## src/hdl/cec_pkg.sv

```systemverilog
/*
 package of core enhancement control: register offsets, field positions,
 reset values and clock timing counts.
 assumes an 8-bit special register address space and 8-bit data.
*/
package cec_pkg;
   // register offsets
   localparam logic [7:0] POWER_AND_SERIAL_CONTROL_OFFSET = 8'h87;
   localparam logic [7:0] AUXILIARY_POINTER_CONTROL_OFFSET = 8'ha2;
   localparam logic [7:0] SERIAL_CONTROL_OFFSET = 8'h98;

   // power_and_serial_control fields
   localparam int PSC_BAUD_DOUBLER_POS = 7;
   localparam int PSC_FRAME_ERR_SEL_POS = 6;
   localparam int PSC_POWER_OFF_POS = 4;
   localparam int PSC_USER_FLAG_ONE_POS = 3;
   localparam int PSC_USER_FLAG_ZERO_POS = 2;
   localparam int PSC_POWER_DOWN_POS = 1;
   localparam int PSC_SLEEP_REQ_POS = 0;

   // auxiliary_pointer_control fields
   localparam int APC_USER_FLAG_THREE_POS = 3;
   localparam int APC_POINTER_SELECT_POS = 0;

   // serial_control shared location
   localparam int SCN_SHARED_POS = 7;

   // reset values
   localparam logic [7:0] PSC_RESET_COLD = 8'h10;
   localparam logic [7:0] PSC_RESET_WARM = 8'h00;
   localparam logic [7:0] APC_RESET = 8'h00;
   localparam logic [15:0] DATA_POINTER_RESET = 16'h0000;

   // clock timing
   localparam int CLOCK_HALVING = 2;
   localparam logic [2:0] PHASES_PER_MACHINE_CYCLE = 3'h6;
   localparam logic [2:0] PHASE_COUNT_LAST = 3'(PHASES_PER_MACHINE_CYCLE - 1);
endpackage

```

## src/hdl/cec_core_ctrl.sv

```systemverilog
/*
 core enhancement control: clock halving stage with double speed bypass,
 dual data pointers, framing error detection with shared serial control
 bit, power control register.
 assumes core_clk is the crystal clock, the receiver gives same-clock
 strobes, and cold_start is high from power-on logic on the same clock.
*/
`timescale 1ns/1ns
// How it works
// double speed: machine cycle takes six crystal periods
// halving stage before phase generator, software can bypass it
// standard mode clocks core and peripherals at half crystal rate
// speed change is taken only on a rising edge of the halved clock
// two independent 16-bit data pointers, one select bit picks the used one
// select bit is auxiliary bit 0; zero picks first, one second
// incrementing the auxiliary register toggles the select bit
// select bit resets to zero, other auxiliary bits undefined
// software never sets reserved bits, their reads are meaningless
// serial asynchronous modes 1, 2, 3 run full duplex
// framing check in async modes only when access select bit is set
// when enabled, a bad stop bit sets the framing error flag
// framing error stays set until software clear or reset
// when enabled, receive done rises at stop bit, not last data bit
// power bit 6 makes shared serial bit reach mode bit or error flag
// power-off flag set at power-up, software may set or clear it
// power-off flag is one only after cold start, warm reset keeps it
// power bit 1 enters power down, any reset clears it
// power bit 0 enters idle, interrupt or reset clears it
// power bits 3, 2 and auxiliary bit 3 are plain user flags
// power register resets to 00x1 0000 cold, bit 5 undefined
// auxiliary bit 2 always reads zero
// double speed select arrives as an input from elsewhere
// power bit 7 drives baud doubling output to the serial port
module cec_core_ctrl (
   input wire logic core_clk,
   input wire logic rst,
   input wire logic cold_start,
   input wire logic [7:0] reg_addr,
   input wire logic [7:0] reg_wdata,
   input wire logic reg_wr,
   input wire logic reg_rd,
   input wire logic reg_inc,
   output logic [7:0] reg_rdata,
   input wire logic double_speed_select,
   output logic standard_speed,
   output logic phase_enable,
   output logic machine_cycle_end,
   input wire logic data_pointer_load,
   input wire logic [15:0] data_pointer_load_value,
   input wire logic data_pointer_inc,
   output logic [15:0] data_pointer,
   output logic [15:0] data_pointer_first,
   output logic [15:0] data_pointer_second,
   input wire logic serial_mode_bit_one,
   input wire logic rx_last_data_strobe,
   input wire logic rx_stop_strobe,
   input wire logic rx_stop_value,
   output logic serial_mode_bit_zero,
   output logic framing_error_flag,
   output logic receive_done_set,
   output logic baud_doubler,
   input wire logic interrupt_taken,
   output logic power_down_mode,
   output logic idle_mode
);
   import cec_pkg::*;

   // double speed select synchroniser; the source is another block's flop
   // but may sit on a different domain, so it is treated as foreign
   logic ds_meta_q;
   logic ds_sync_q;
   logic half_q;
   logic half_d;
   logic half_rise;
   logic double_q;
   logic double_d;
   logic phase_en_d;
   logic phase_en_q;
   logic [2:0] phase_cnt_q;
   logic [2:0] phase_cnt_d;
   logic [2:0] phase_last;
   logic mc_end_d;
   logic mc_end_q;
   logic std_d;
   logic std_q;

   // register bus decode
   logic sel_psc;
   logic sel_apc;
   logic sel_scn;
   logic wr_psc;
   logic wr_apc;
   logic wr_scn;
   logic inc_apc;

   // register contents
   logic baud_q;
   logic fe_sel_q;
   logic pof_q;
   logic gf1_q;
   logic gf0_q;
   logic pd_q;
   logic idl_q;
   logic gf3_q;
   logic dps_q;
   logic dps_d;
   logic sm0_q;
   logic fe_q;
   logic fe_d;
   logic [7:0] psc_value;
   logic [7:0] apc_value;
   logic [7:0] scn_value;
   logic [7:0] rdata_d;
   logic [7:0] rdata_q;
   logic [7:0] sel_value;
   logic baud_d;
   logic fe_sel_d;
   logic pof_d;
   logic pof_rst;
   logic gf1_d;
   logic gf0_d;
   logic pd_d;
   logic idl_d;
   logic gf3_d;
   logic sm0_d;

   // data pointers
   logic [15:0] dp_q [2];
   logic [15:0] dp_d [2];
   logic [15:0] dp_out_q;
   logic [15:0] dp_sel_d;

   // serial framing
   logic async_mode;
   logic frame_check_en;
   logic frame_bad;
   logic rx_done_d;
   logic rx_done_q;

   // halving stage: half_q rises every second crystal cycle
   assign half_d = ~half_q;
   assign half_rise = ~half_q;
   // speed mode is latched only where the halved clock rises
   assign double_d = half_rise ? ds_sync_q : double_q;
   // bypass feeds every crystal cycle, else one in two
   assign phase_en_d = double_d | half_rise;
   // standard mode counts six halved periods, i.e. twelve crystal ones
   assign phase_last = PHASE_COUNT_LAST;
   assign phase_cnt_d = ~phase_en_d ? phase_cnt_q :
                        (phase_cnt_q == phase_last) ? 3'h0 :
                        3'(phase_cnt_q + 3'h1);
   assign mc_end_d = phase_en_d & (phase_cnt_q == phase_last);
   // flopped so the output carries no gate after the register
   assign std_d = ~double_d;

   // two flops before anything reads the double speed select
   always_ff @(posedge core_clk) begin
      if (rst) begin
         ds_meta_q <= 1'b0;
         ds_sync_q <= 1'b0;
      end else begin
         ds_meta_q <= double_speed_select;
         ds_sync_q <= ds_meta_q;
      end
   end

   // counter runs on through a speed change; the cycle in progress
   // just finishes at the new rate
   always_ff @(posedge core_clk) begin
      if (rst) begin
         half_q <= 1'b0;
         double_q <= 1'b0;
         std_q <= 1'b1;
         phase_en_q <= 1'b0;
         phase_cnt_q <= 3'h0;
         mc_end_q <= 1'b0;
      end else begin
         half_q <= half_d;
         double_q <= double_d;
         std_q <= std_d;
         phase_en_q <= phase_en_d;
         phase_cnt_q <= phase_cnt_d;
         mc_end_q <= mc_end_d;
      end
   end

   // address decode
   assign sel_psc = reg_addr == POWER_AND_SERIAL_CONTROL_OFFSET;
   assign sel_apc = reg_addr == AUXILIARY_POINTER_CONTROL_OFFSET;
   assign sel_scn = reg_addr == SERIAL_CONTROL_OFFSET;
   assign wr_psc = reg_wr & sel_psc;
   assign wr_apc = reg_wr & sel_apc;
   assign wr_scn = reg_wr & sel_scn;
   // increment is a read-modify-write of the select bit only
   assign inc_apc = reg_inc & sel_apc;

   // toggle, never force, on increment
   assign dps_d = inc_apc ? ~dps_q :
                  wr_apc ? reg_wdata[APC_POINTER_SELECT_POS] : dps_q;

   // framing check
   assign async_mode = sm0_q | serial_mode_bit_one;
   assign frame_check_en = fe_sel_q & async_mode;
   assign frame_bad = frame_check_en & rx_stop_strobe & ~rx_stop_value;
   // hardware set beats a software clear in the same cycle
   assign fe_d = frame_bad |
                 ((wr_scn & fe_sel_q) ? reg_wdata[SCN_SHARED_POS] : fe_q);
   assign rx_done_d = frame_check_en ? rx_stop_strobe :
                      rx_last_data_strobe;

   // read views; reserved bits read zero
   assign psc_value = {baud_q, fe_sel_q, 1'b0, pof_q,
                       gf1_q, gf0_q, pd_q, idl_q};
   assign apc_value = {4'h0, gf3_q, 1'b0, 1'b0, dps_q};
   assign scn_value = {(fe_sel_q ? fe_q : sm0_q), 7'h00};
   assign sel_value = sel_psc ? psc_value :
                      sel_apc ? apc_value :
                      sel_scn ? scn_value : 8'h00;
   // idle bus reads zero so a stale value is never taken for data
   assign rdata_d = reg_rd ? sel_value : 8'h00;

   // power register next values, one named wire per field
   assign baud_d = wr_psc ? reg_wdata[PSC_BAUD_DOUBLER_POS] :
                   baud_q;
   assign fe_sel_d = wr_psc ? reg_wdata[PSC_FRAME_ERR_SEL_POS] :
                     fe_sel_q;
   assign pof_d = wr_psc ? reg_wdata[PSC_POWER_OFF_POS] : pof_q;
   assign gf1_d = wr_psc ? reg_wdata[PSC_USER_FLAG_ONE_POS] :
                  gf1_q;
   assign gf0_d = wr_psc ? reg_wdata[PSC_USER_FLAG_ZERO_POS] :
                  gf0_q;
   assign pd_d = wr_psc ? reg_wdata[PSC_POWER_DOWN_POS] : pd_q;
   // interrupt wakes from idle even if software writes the bit
   assign idl_d = interrupt_taken ? 1'b0 :
                  wr_psc ? reg_wdata[PSC_SLEEP_REQ_POS] : idl_q;
   // a cold start sets the flag, a warm reset leaves it alone
   assign pof_rst = cold_start ? PSC_RESET_COLD[PSC_POWER_OFF_POS] :
                    pof_q;
   assign gf3_d = wr_apc ? reg_wdata[APC_USER_FLAG_THREE_POS] :
                  gf3_q;
   // shared location reaches the mode bit only while select is clear
   assign sm0_d = (wr_scn & ~fe_sel_q) ? reg_wdata[SCN_SHARED_POS] :
                  sm0_q;

   // power register; only the power-off flag looks at the reset kind
   always_ff @(posedge core_clk) begin
      if (rst) begin
         pof_q <= pof_rst;
         baud_q <= PSC_RESET_WARM[PSC_BAUD_DOUBLER_POS];
         fe_sel_q <= PSC_RESET_WARM[PSC_FRAME_ERR_SEL_POS];
         gf1_q <= PSC_RESET_WARM[PSC_USER_FLAG_ONE_POS];
         gf0_q <= PSC_RESET_WARM[PSC_USER_FLAG_ZERO_POS];
         pd_q <= PSC_RESET_WARM[PSC_POWER_DOWN_POS];
         idl_q <= PSC_RESET_WARM[PSC_SLEEP_REQ_POS];
      end else begin
         pof_q <= pof_d;
         baud_q <= baud_d;
         fe_sel_q <= fe_sel_d;
         gf1_q <= gf1_d;
         gf0_q <= gf0_d;
         pd_q <= pd_d;
         idl_q <= idl_d;
      end
   end

   // auxiliary register: select bit and user flag
   always_ff @(posedge core_clk) begin
      if (rst) begin
         gf3_q <= APC_RESET[APC_USER_FLAG_THREE_POS];
         dps_q <= APC_RESET[APC_POINTER_SELECT_POS];
      end else begin
         gf3_q <= gf3_d;
         dps_q <= dps_d;
      end
   end

   // shared serial location and receive strobe
   always_ff @(posedge core_clk) begin
      if (rst) begin
         sm0_q <= 1'b0;
         fe_q <= 1'b0;
         rx_done_q <= 1'b0;
      end else begin
         sm0_q <= sm0_d;
         fe_q <= fe_d;
         rx_done_q <= rx_done_d;
      end
   end

   always_ff @(posedge core_clk) begin
      if (rst) begin
         rdata_q <= 8'h00;
      end else begin
         rdata_q <= rdata_d;
      end
   end

   // pointer update goes to the one the select bit picks
   genvar gi;
   generate
      for (gi = 0; gi < 2; gi++) begin : g_dp
         logic hit;
         logic [15:0] bumped;
         assign hit = dps_q == 1'(gi);
         // pointer wraps at the top of the 16-bit space
         assign bumped = 16'(dp_q[gi] + 16'h0001);
         // load wins over increment if both arrive together
         assign dp_d[gi] = ~hit ? dp_q[gi] :
                           data_pointer_load ? data_pointer_load_value :
                           data_pointer_inc ? bumped : dp_q[gi];
         always_ff @(posedge core_clk) begin
            if (rst) begin
               dp_q[gi] <= DATA_POINTER_RESET;
            end else begin
               dp_q[gi] <= dp_d[gi];
            end
         end
      end
   endgenerate

   assign dp_sel_d = dps_d ? dp_d[1] : dp_d[0];

   // selected view lands together with the pointer it copies
   always_ff @(posedge core_clk) begin
      if (rst) begin
         dp_out_q <= DATA_POINTER_RESET;
      end else begin
         dp_out_q <= dp_sel_d;
      end
   end

   assign reg_rdata = rdata_q;
   assign standard_speed = std_q;
   assign phase_enable = phase_en_q;
   assign machine_cycle_end = mc_end_q;
   assign data_pointer = dp_out_q;
   assign data_pointer_first = dp_q[0];
   assign data_pointer_second = dp_q[1];
   assign serial_mode_bit_zero = sm0_q;
   assign framing_error_flag = fe_q;
   assign receive_done_set = rx_done_q;
   assign baud_doubler = baud_q;
   assign power_down_mode = pd_q;
   assign idle_mode = idl_q;
endmodule

```

## config.mk

```make
export PLATFORM = sky130hd
export DESIGN_NAME = cec_core_ctrl
export DESIGN_NICKNAME = d
export VERILOG_FILES = /design/src/hdl/cec_pkg.sv /design/src/hdl/cec_core_ctrl.sv
export SDC_FILE = /design/constraint.sdc
export NUM_CORES = 1
export LEC_CHECK = 0
export ABC_AREA = 1
export BUFFER_PORTS_ARGS = -buffer_cell sky130_fd_sc_hd__buf_2
export CAP_MARGIN = 20
export CORE_MARGIN = 3
export CORE_UTILIZATION = 30
export CTS_CLUSTER_SIZE = 10
export DETAILED_ROUTE_END_ITERATION = 6
export PLACE_DENSITY_LB_ADDON = 0.15
export SLEW_MARGIN = 20
export SYNTH_ARGS = -nofsm -noshare
export SYNTH_HDL_FRONTEND = slang
export SYNTH_SLANG_ARGS = --single-unit
```

## constraint.sdc

```tcl
create_clock -name core_clk -period 2.5 [get_ports core_clk]
set_input_delay 0.625 -clock core_clk [delete_from_list [all_inputs] [get_ports core_clk]]
set_output_delay 0.625 -clock core_clk [all_outputs]
set_load 0.02 [all_outputs]
```

==> results of run 1 <==
-- per-stage QoR --
stage	util, %	area, um2	std cells	hold slack, ns
2_1_floorplan	-	3920	612	0.388
3_3_place_gp	36.5	4630	878	0.399
3_5_place_dp	36.5	4630	878	0.398
4_1_cts	38.7	4900	894	0.402
5_1_grt	38.7	4900	894	0.430
6_report	38.7	4900	894	0.398
-- worst reg2reg max path, stage by stage, from the launching register on --
cell	delay, ns
dfxtp_1	0.42
ha_1	0.20
nand2_1	0.07
nor2_1	0.18
nand2_1	0.11
nor2_1	0.26
nand3_1	0.12
nand3_1	0.11
nand2_1	0.05
nand2_1	0.07
nand2_1	0.06
nand2_1	0.07
inv_1	0.03
-- layer usage --
layer,track usage (%),wire length (um),vias to the layer above
met5,0,0,-
met4,7.22,246,0
met3,3.41,681,16
met2,25.9,5230,122
met1,21.7,5690,1798
li1,-,-,2136
-- synthesized netlist by cell type, types with 4 or more instances --
cell type	n	area share [%]
buf_1	6	0.58
o21ai_0	38	4.9
clkbuf_1	10	0.96
nor3_1	7	0.89
dfxtp_1	76	39
nand2_1	181	17
o211ai_1	4	0.77
nor2_1	63	6.0
nand3_1	49	6.3
a21oi_1	42	5.4
nand4_1	11	1.8
buf_2	4	0.51
inv_1	93	8.9
-- registers in the layout (all words and copies together) (netlist names), 3 cells and up --
signal        flops
data_pointer     16
dp_q             32
reg_rdata         7
phase_cnt_q       3
-- layout make-up --
| class | instances | area (um2) |
|---|---|---|
| clock buffer | 12 | 246 |
| clock inverter | 4 | 25.0 |
| fill | 1396 | 7770 |
| inverter | 93 | 349 |
| multi-input combinational | 418 | 1900 |
| sequential | 77 | 1550 |
| tap | 172 | 215 |
| timing repair buffer | 118 | 616 |
-- cell usage in the layout, fill, tap and decap left out, types with 2 or more instances in the layout --
cell and instances:
clkbuf_1 2, ha_1 2, xor2_1 3, nor2_1 63, o21ai_0 38, inv_1 93, clkinv_2 2, dfxtp_1 76
nand3_1 49, buf_4 10, nand2_1 181, clkbuf_16 9, buf_2 108, nand3_2 3, or2_2 3, nand4_1 11
clkinvlp_4 2, o32ai_1 2, o211ai_1 4, nor3_1 7, a21oi_1 42
-- how the worst max path moves through the flow --
| stage | depth (start not counted) | slack (ns) | to | from |
|---|---|---|---|---|
| after floorplan | 6 | 0.56 | pof_q | reg_addr[6] |
| after global placement | 12 | 0.36 | data_pointer[11] | data_pointer_inc |
| after detailed placement | 7 | 0.31 | pof_q | reg_addr[6] |
| after CTS | 12 | 0.65 | data_pointer[12] | dp_q[1][0] |
| after global routing | 10 | 0.42 | data_pointer[8] | dp_q[0][0] |
| final | 12 | 0.66 | data_pointer[12] | dp_q[1][0] |
-- cells by family after synthesis --
logic type | Yosys count | synth area share, %
adders and majority gates | 2 | 0.639
and+or+nand+nor | 323 | 35.0
DFF | 77 | 39.6
buffers and inverters | 117 | 11.9
xor gates and xnor gates | 3 | 0.671
AOI/OAI and AO/OA | 89 | 12.0
other | 1 | 0.0958
-- power by group through the flow --
| stage | clock, mW | combinational, mW | sequential [mW] |
|---|---|---|---|
| 3_5_place_dp | 0 | 0.307 | 1.33 |
| 2_1_floorplan | 0 | 0.141 | 1.37 |
| 3_3_place_gp | 0 | 0.304 | 1.33 |
| 5_1_grt | 1.29 | 0.342 | 1.31 |
| 6_report | 1.20 | 0.306 | 1.31 |
| 4_1_cts | 1.24 | 0.309 | 1.31 |
==> summary by stage, run 1 <==
Pwr
The share of power burned in registers is a little under half. The internal power summed over all cells is roughly 2.1 mW. In this run, the clock network consumes 42.7% of the power. IR analysis of the VDD net gives a maximum drop of roughly 250 uV. Overall power consumption after layout is estimated at about 2.8 mW.

The net load switching power is about 0.73 mW. Of the total power, the share spent switching nets is 26.1%. The power per standard cell area is ~570 nW/um2. The share of total power in combinational logic is 10.9%. The analysis attributes to cell leakage a power of about 2.6 nW.

Floorplan
The area enclosed by the die boundary is roughly 14000 um2. The boundary pin count is roughly 110. The effective utilization at floorplan is 30.9%.

After floorplanning, the core was divided into about 40 placement rows. The die span in y is around 120 um. Measured along the x axis, the die boundary spans between 100 and 150 um. The total area inside the core boundary comes to around 13000 um2.

Clocking
The hold buffer count at CTS is 0. The number of buffers added by the clock tree synthesis step is 9. The clock slew at the register clock pins of the worst setup and hold paths is roughly 0.060 ns. The H-tree was split into 3 levels.

The number of gates given a new drive strength after cts is 0. TritonCTS built the clock tree. The clock passes through at most 2 buffers. The number of buffers inserted by post-CTS setup repair is 0. The later pin in the worst-skew pair is clocked with a latency of between 0.3 and 0.4 ns. The root buffer cell chosen for the clock tree is clkbuf_16.

For this design, the sink count on the clock tree is 77.

Global routing
Entering global routing, the biggest net connects 40 pins. The number of antenna violations at the first check in global routing is 0. Global routing finished with a remaining overflow of 0.

Global routing used ~16% of the available tracks. The wire length of the first global-routing pass is approximately 19000 um. The number of global-route vias before repair was around 3.8k.

Setup path
In this design, the critical path's most frequently occurring cell is nand2_1. Counting both buffers and inverters, the worst setup path holds a total of 1. The worst setup path is of the register to register kind. The endpoint class of the critical path is a register. The largest delay contributor family on the critical path is simple AND/OR/NAND/NOR gates. The largest individual stage delay along the critical path comes from the cell dfxtp_1. In this run the worst path has a maximum fanout of 6. The endpoint identified for the worst register-to-register timing path is data_pointer[12]. The largest stage delay on the critical path is 0.42 ns. Counting cells, the worst reg-to-reg path comes to 12. The startpoint identified for the worst register-to-register timing path is dp_q[1][0].

At the worst endpoint, the required time is about 2.7 ns. The worst endpoint data arrival time is 2.07 ns. The signal on the critical path passes through ha_1, nand2_1, nor2_1, nand2_1, nor2_1, nand3_1, nand3_1, nand2_1, nand2_1, nand2_1, nand2_1, inv_1.

Setup slack on the worst reg-to-reg path comes out at ~0.66 ns. The kind of start point of the critical path is a register.

Routing
Once detail routing completed, the nets flagged for antenna violations numbered 0. The first TritonRoute pass finished after 4 iterations. The total number of vias is slightly above 4k.

For this block, the initial DRC count from the detailed router was 327. After detailed routing, the number of vias per cell comes to about 4.6. The detailed-route wire length per cell is ~13 um. Summed over all layers, the routed wires come to roughly 12000 um. In the routed design, unresolved DRC markers number 0.

STA
For the final routed database, the setup TNS stands at 0 ns. The portion of the clock cycle consumed by the worst path in the final layout is 73.5%. The minimum clock period after layout is ~1.8 ns. Setup violations remaining at the end of the flow were counted as 0.

For this run, the top clock speed supported by timing is 544 MHz. Setup repair after global routing left no endpoint under its margin. The max-slew violation count came to 0. Once routing completed, OpenROAD measured the worst setup slack at around 0.66 ns. The number of endpoints with negative hold slack in the final report was 0.

The slew at the pin closest to its max-slew limit is around 0.59 ns. Between clock sinks in the finished design, the worst skew comes to between 0.008 and 0.009 ns. Measured against its own limit, the worst slew margin works out to roughly three fifths.

Logic synthesis
The number of warnings reported in the yosys synthesis log is 0. The commonest register cell after synthesis is dfxtp_1. The number of nets handed over by synthesis was between 600 and 700. In this run the cell area of the synthesized design comes to slightly below 4000 um2. The part of the Yosys area used for sequential elements is roughly two fifths. Synthesis handed over a netlist of 612 instances. The average footprint of a synthesized cell is 6.40 um2.

The number of enable flip-flop cells after synthesis is 1. Synthesis inferred a little under 80 register bits. Counting flops with an async set or reset pin after synthesis yields a share of 0%. The synthesized netlist contains 31 unique library cells.

Status
The run finished with clean final reports.

Cells and area
The number of nets in the layout is around 770. The post-synthesis to final-layout area growth is 25.2%. The number of antenna diodes in the final layout is 0. The post-route netlist has between 10% and 20% of its cells at a drive strength greater than 1.

Hold path
The worst hold path depth is 2. The startpoint identified for the worst hold timing path is ds_meta_q. The path with the worst hold slack has its endpoint at ds_sync_q. The min-delay analysis places its worst path in the category register to register.

Job
Across the run, the number of max-cap violations was 0.

Placement
The post-placement setup slack is 0.310 ns. The routability-driven placement congestion ratio is 0.842. Input and output buffers added on the ports amount to 108. Summed over all nets, the half-perimeter wirelength after detailed placement is 8920 um.
Note: power is estimated with default switching activity, not from simulation.
==> inputs of run 2 (changes only) <==
--- a/config.mk
+++ b/config.mk
@@ -5,7 +5,7 @@
 export SDC_FILE = /design/constraint.sdc
 export NUM_CORES = 1
 export LEC_CHECK = 0
-export ABC_AREA = 1
+export ABC_AREA = 0
 export BUFFER_PORTS_ARGS = -buffer_cell sky130_fd_sc_hd__buf_2
 export CAP_MARGIN = 20
 export CORE_MARGIN = 3
==> constraint.sdc (replaced) <==
create_clock -name core_clk -period 1.7 [get_ports core_clk]
set_input_delay 0.425 -clock core_clk [delete_from_list [all_inputs] [get_ports core_clk]]
set_output_delay 0.425 -clock core_clk [all_outputs]
set_load 0.02 [all_outputs]
==> summary by stage, run 2 <==
Pwr
The proportion of total power due to net switching is 27.3%. Power spread over the standard cell area amounts to between 700 and 800 nW/um2. The design draws between 4 and 5 mW. In this run the static leakage power is 2.60 nW. The clock network is responsible for a little over two fifths of the overall power. Sequential cells burn 43.9% of the power. The share of total power in combinational logic is roughly 14%. For this design the total switching power over the nets is ~1.2 mW. VDD sags by at most ~650 uV. The internal power of the cells totals 3.19 mW.

Floorplan
Pin placement for this block handled approximately 110 I/O pins. The number of core rows is 40. The area enclosed by the die boundary is 14000 um2. The x dimension of the die is 118 um. The placeable core region is 12200 um2. The effective utilization at floorplan is 31.1%. Measured along the y axis, the die boundary spans 118 um.

STA
The max-slew violation count is 0. Setup repair after global routing could not meet its margin everywhere. Between clock sinks in the finished design, the worst skew comes to around 0.0056 ns. Adding up every negative setup slack in the final design gives -0.0118 ns. The number of endpoints with negative hold slack in the final report is 0. In the post-route analysis, the smallest setup slack over all paths is -0.0118 ns.

In this run the tightest slew margin relative to its limit is 62.1%. The total of endpoints with negative setup slack in the final report is 1. The minimum clock period after layout is 1.71 ns. The slew at the pin closest to its max-slew limit is 0.562 ns. After layout, the worst path uses 101% of the clock period. The maximum operating frequency is 584 MHz.

Logic synthesis
Yosys instantiated no cell more often than dfxtp_1. The count of different cell masters after synthesis is roughly 80. The number of warnings reported in the yosys synthesis log is 0. After synthesis the netlist holds a flip-flop and latch count of 77.

The commonest cells after synthesis are dfxtp_1, nor2_1, nand2_1, a21oi_1, nand3_1. The proportion of register bits with asynchronous set or reset after synthesis is 0%. Sequential cells were found to cover roughly 40% of the synthesized design area. Yosys mapped a number of flops with a built-in enable equal to 1.

The synthesized instance count is roughly 430. Summing every instance area after synthesis gives approximately 3800 um2. The largest total area in the synthesized netlist belongs to dfxtp_1. The fraction of post-synthesis cell area in the top cell type by area is between 40 and 50%.

In the synthesized netlist the dominant register cell turns out to be dfxtp_1. By area the synthesized netlist is led by dfxtp_1, nor2_1, nand2_1. The net count after synthesis is just under 500. The average footprint of a synthesized cell is between 8 and 9 um2.

Placement
The detailed-placement wirelength estimate is between 9000 and 10000 um. Buffers placed on the I/O ports in this run total approximately 110. The post-placement setup slack is -0.311 ns.

At the end of routability-driven placement, the weighted congestion stood at 0.847.

Setup path
The cell depth of the worst setup path is 7. The setup check on the worst reg-to-reg path leaves a slack of -0.01 ns. The largest stage delay on the critical path is roughly 0.38 ns.

The worst setup path startpoint is dp_q[1][1]. In this run the worst setup path terminates at data_pointer[14]. Of all nets on the critical path, the largest fanout is 4. The required time of the worst setup path is approximately 2.0 ns. The number of buffers and inverters on the critical path is 1. The slowest cell on the critical path is dfxtp_4.

The worst endpoint data arrival time is 2.01 ns. Walking the worst path, the cells encountered are ha_4, buf_6, nand4_1, nor4_2, mux2_1, nor2_2, mux2_4. The worst setup path is of the register to register kind.

The endpoint identified for the worst register-to-register timing path is data_pointer[14]. Broken down by cell family, the worst path's largest delay share belongs to simple AND/OR/NAND/NOR gates. The path depth of the worst reg2reg path is 7. The kind of start point of the critical path is a register.

The worst register-to-register path begins at dp_q[1][1]. The worst setup path is captured at a register.

Routing
The number of DRC markers in iteration 0 is 306. After detailed routing, the number of vias per cell comes to between 5 and 6. The final wirelength is ~13000 um. The final antenna-violating net count is 0. The total number of vias is around 4k. In the routed design, unresolved DRC markers number 0. The number of iterations in the first detailed-routing pass is 4.

In the final routed layout, each cell accounts on average for 16.4 um.

Clocking
The clock network latency to the later pin of the worst-skew pair is ~0.35 ns. CTS saw slightly below 80 sinks. Clock tree synthesis inserted a total of 9 buffers. The hold buffer count at CTS is 0.

CTS built an H-tree with a depth of 3. No sink is reached through more buffers than the 2 on the longest clock path. The root buffer cell is clkbuf_16.

The clock tree from TritonCTS is done. The clock slew at the register clock pins of the worst setup and hold paths is roughly 0.06 ns.

Hold path
The path class of the tightest hold or removal check is input pin to register. The worst hold path depth is 2.

Cells and area
The number of nets in the layout is between 600 and 700. The most frequent standard cell in the layout excluding fill and tap cells is buf_2. The register name with the most flops is dp_q. The repair_antennas step left the layout with diodes totalling 0. Leaving out fill and tap cells, the most frequent cells in the layout are buf_2, buf_4, dfxtp_1. The area growth from synthesis to layout is 51.5%. The post-route netlist has 45.7% of its cells at a drive strength greater than 1. The number of flip-flops under the largest register name is 32.

Global routing
After global routing the overflow that remains totals 0. The number of antenna violations at the first check in global routing came to 0. The number of global-route vias before repair is 4030. The first global-routing pass estimated around 21000 um of wire.

The overall fraction of global-route tracks in use is 19.0%. The maximum number of pins on one net before global-route repair is 39.

Status
The run finished, with violations left. The final reports fail on negative setup slack.

Job
The tool flagged a number of max-cap violations equal to 0.
[run 2: cell types whose count changed in the layout (fill, tap and decap cells not counted), moves of 14 or more]
cell     delta
buf_4      +92
a21oi_1    -17
dfxtp_1    -14
nand2_1   -147
o21ai_0    -23
inv_1      -87
nand3_1    -32
[run 2: worst min-delay path by stage]
stage                                from   endpoint  slack (ns)
after floorplan                    half_q     half_q        0.41
after global placement             half_q     half_q        0.42
after detailed placement        ds_meta_q  ds_sync_q        0.44
after CTS                 interrupt_taken  idle_mode        0.21
after global routing      interrupt_taken  idle_mode        0.23
final                     interrupt_taken  idle_mode        0.22
[run 2: logic make-up (layout without fill, tap and decap cells)]
kind of cell             after synthesis  after routing  synth area share [%]
buffers and inverters                 36            241                  4.09
adder cells (fa/ha/maj)                2              2                 0.659
AO/OA/AOI/OAI                        112            112                  21.8
multiplexers                          16             16                  4.39
XOR/XNOR                               1              1                 0.231
flip-flops                            77             77                  40.9
AND/OR/NAND/NOR                      189            189                  27.8
other                                  1              1                0.0988
[run 2: layout make-up]
class,count,area [um2]
clock inverter,6,46.3
multi-input combinational,321,2250
tap,168,210
clock buffer,10,239
inverter,10,37.5
fill,1293,6460
timing repair buffer,215,1390
sequential,77,1570
[run 2: routing by layer]
layer / track usage [%] / vias to the layer above / part of all wire, %
li1: - / 2016 / -
met1: 23.6 / 1951 / 44
met2: 31.3 / 111 / 48
met3: 6.41 / 15 / 6.6
met4: 5.43 / 0 / 1.6
met5: 0 / - / 0
[run 2: what timing repair did]
item                       CTS  global route
pin swaps                    1            12
setup buffers                0             4
setup endpoints to repair   10            24
gates resized for setup      9            27
[run 2: worst register-to-register path, cell delays in order, from the launching register on]
cell and delay [ns]:
dfxtp_4 0.38, ha_4 0.15, buf_6 0.10, nand4_1 0.10
nor4_2 0.28, mux2_1 0.37, nor2_2 0.14, mux2_4 0.15
[run 2: per-stage QoR]
step / instance area [um2] / util [%] / hold slack, ns / instances
finish: 5750 / 47.1 / 0.222 / 807
detailed placement: 5280 / 43.2 / 0.440 / 787
floorplan: 3850 / - / 0.410 / 434
CTS: 5610 / 45.9 / 0.209 / 803
global route: 5750 / 47.1 / 0.226 / 807
global placement: 5280 / 43.2 / 0.422 / 787
[run 2: power by group through the flow]
stage / combinational (mW) / clock (mW) / sequential [mW]
after floorplan: 0.216 / 0 / 2.05
after global placement: 0.592 / 0 / 1.97
after detailed placement: 0.597 / 0 / 1.97
after CTS: 0.601 / 1.92 / 1.93
after global routing: 0.663 / 1.99 / 1.94
final: 0.611 / 1.85 / 1.93
==> inputs of run 3 (changes only) <==
==> constraint.sdc (replaced) <==
create_clock -name core_clk -period 2 [get_ports core_clk]
set_input_delay 0.5 -clock core_clk [delete_from_list [all_inputs] [get_ports core_clk]]
set_output_delay 0.5 -clock core_clk [all_outputs]
set_load 0.02 [all_outputs]
==> summary by stage, run 3 (synthesis gave the netlist of run 2 again) <==
Cells and area
The top cell types in the final layout, fill and taps aside, are buf_2, dfxtp_1, nor2_1. The most frequent standard cell in the layout excluding fill and tap cells is buf_2. Ranked by flip-flop count, first place goes to dp_q. The number of standard cells in the final layout excluding fillers is approximately 750. The share of layout cells above drive strength 1 is a little over a third. The final layout contains roughly 630 nets.

The repair_antennas step left the layout with diodes totalling 0. The register area is between 1500 and 2000 um2. In the final layout, the multi-input gates occupy roughly 2100 um2. The filler cell count in the final layout is ~1.2k. Compared with the post-synthesis result, the final layout area differs by 38.1%. The number of flip-flops under the largest register name is 32.

Global routing
The total congestion overflow is 0. Entering global routing, the biggest net connects between 50 and 60 pins. The wire length of the first global-routing pass is between 20000 and 25000 um. The overall fraction of global-route tracks in use is 17.9%. The number of antenna violations at the first check in global routing is 0.

The number of global-route vias before repair is ~3.9k.

STA
In the post-route analysis, the smallest setup slack over all paths is approximately 0.13 ns. The number of endpoints with negative hold slack in the final report is 0. The worst-case headroom to the max-slew limit is between 60 and 70%. On the final layout, the worst hold slack is 0.323 ns. The total of endpoints with negative setup slack in the final report is 0.

Setup repair after global routing left no endpoint under its margin. The total negative slack for setup checks is 0 ns. The max-slew violation count is 0. At the pin with the least slew margin, the transition time is 0.532 ns. The minimum clock period after layout is roughly 1.9 ns. The portion of the clock cycle consumed by the worst path in the final layout is 93.5%.

The worst setup skew after layout is 0.00706 ns. The maximum operating frequency is 535 MHz.

Routing
The final antenna-violating net count is 0. After the first detailed-routing iteration, the DRC count stood at approximately 240. Dividing the detail-routed wire length by the instance count gives around 17 um. Using the TritonRoute via totals, the vias-per-cell ratio works out to a little over 5. For this run, the detailed router's first-pass iteration total came to 4. The final wirelength is 12500 um. In the routed design, unresolved DRC markers number 0. The total number of vias is about 3.9k.

Setup path
The highest net fanout along the worst path is 8. The worst setup path is of the register to register kind. The required time of the worst setup path is approximately 2.3 ns. The worst endpoint data arrival time is around 2.2 ns. STA classifies the critical path startpoint as a register. The endpoint class of the critical path is a register.

Clocking
For this design, the CTS-stage hold fixing added 0 buffers. The maximum root-to-sink buffer count is 2. After clock tree synthesis, the clock-pin slew on the worst setup and hold paths is 0.07 ns. The clock network latency to the later pin of the worst-skew pair is 0.34 ns. The clock tree synthesis step divided the H-tree into 3 levels. The clock drives just under 80 sinks. Clock tree synthesis selected as its root buffer the cell clkbuf_16. TritonCTS built the clock tree. In this run, CTS created clock tree buffers numbering 9.

Hold path
The path type of the worst min-delay path is input pin to register.

Pwr
The analysis attributes to cell leakage a power of roughly 2.3 nW. In this run the power density over the cells is around 750 nW/um2. The largest voltage drop on the vdd net is 378 uV.

Placement
The number of port buffers is approximately 110. Routability-driven placement finished with a final weighted congestion of between 0.8 and 0.9. The detailed-placement wirelength estimate is 9310 um. The cell count after placement is roughly 740. The post-placement setup slack is -0.140 ns.

Floorplan
The effective utilization at floorplan is a little under a third. In this run the standard cell core region covers 12200 um2. From left edge to right edge, the die measures between 100 and 150 um. The boundary pin count is between 100 and 150. The die is between 100 and 150 um tall.

The area enclosed by the die boundary is between 10000 and 15000 um2. The number of core rows is 40.

Job
Max-cap violations in this run came to 0.

Status
The run finished with clean final reports.
-- run 3: changes by cell type in the layout (fill, tap and decap cells not counted), sizes merged --
cell,before,now
buf,215,162
bufinv,0,2
clkinvlp,2,0
clkinv,3,4
inv,11,10
-- run 3: report_power, final --
part	internal [mW]	total [mW]	switching [mW]
Combinational	0.184	0.447	0.263
Sequential	1.60	1.64	0.0427
Clock	1.14	1.82	0.680
Total	2.92	3.91	0.986
-- run 3: path summary, 6_finish.rpt --
| path | start | end | slack, ns | depth (start not counted) |
|---|---|---|---|---|
| worst max register to register | dp_q[0][0] | data_pointer[10] | 0.13 | 5 |
| worst min register to register | ds_meta_q | ds_sync_q | 0.43 | 1 |
| worst min-delay path | interrupt_taken | idle_mode | 0.32 | 2 |
| worst max-delay path | dp_q[0][0] | data_pointer[10] | 0.13 | 5 |
-- run 3: worst max-delay path, cell delays in order (launching register included) --
cell       delay, ns
dfxtp_1         0.35
ha_1            0.42
nand4_4         0.24
or4_4           0.47
a31oi_4         0.19
a2bb2oi_2       0.13
-- run 3: stage by stage --
step           power, mW  util [%]  cell area [um2]
5_1_grt             4.06      42.9             5240
3_3_place_gp        2.12      39.9             4870
3_5_place_dp        2.13      39.9             4870
2_1_floorplan       1.92         -             3790
6_report            3.91      42.9             5240
4_1_cts             3.96      42.6             5200
-- run 3: per-layer routing --
layer  vias up  track usage [%]  part of all wire, %
met3        15             4.35                  6.0
li1       1904                -                    -
met2       140             30.4                   49
met1      1826             22.7                   44
met4         0             4.56                  1.4
met5         -                0                    0
-- run 3: timing repair --
action,4_1_cts,5_1_grt
resized for setup,0,6
buffers inserted,0,0
endpoints found under the setup margin,0,4
-- run 3: layout make-up --
type	count	area share, %
multi-input combinational	321	40.5
sequential	77	29.6
timing repair buffer	162	18.8
clock buffer	10	4.56
tap	168	4.01
clock inverter	6	1.81
inverter	10	0.716
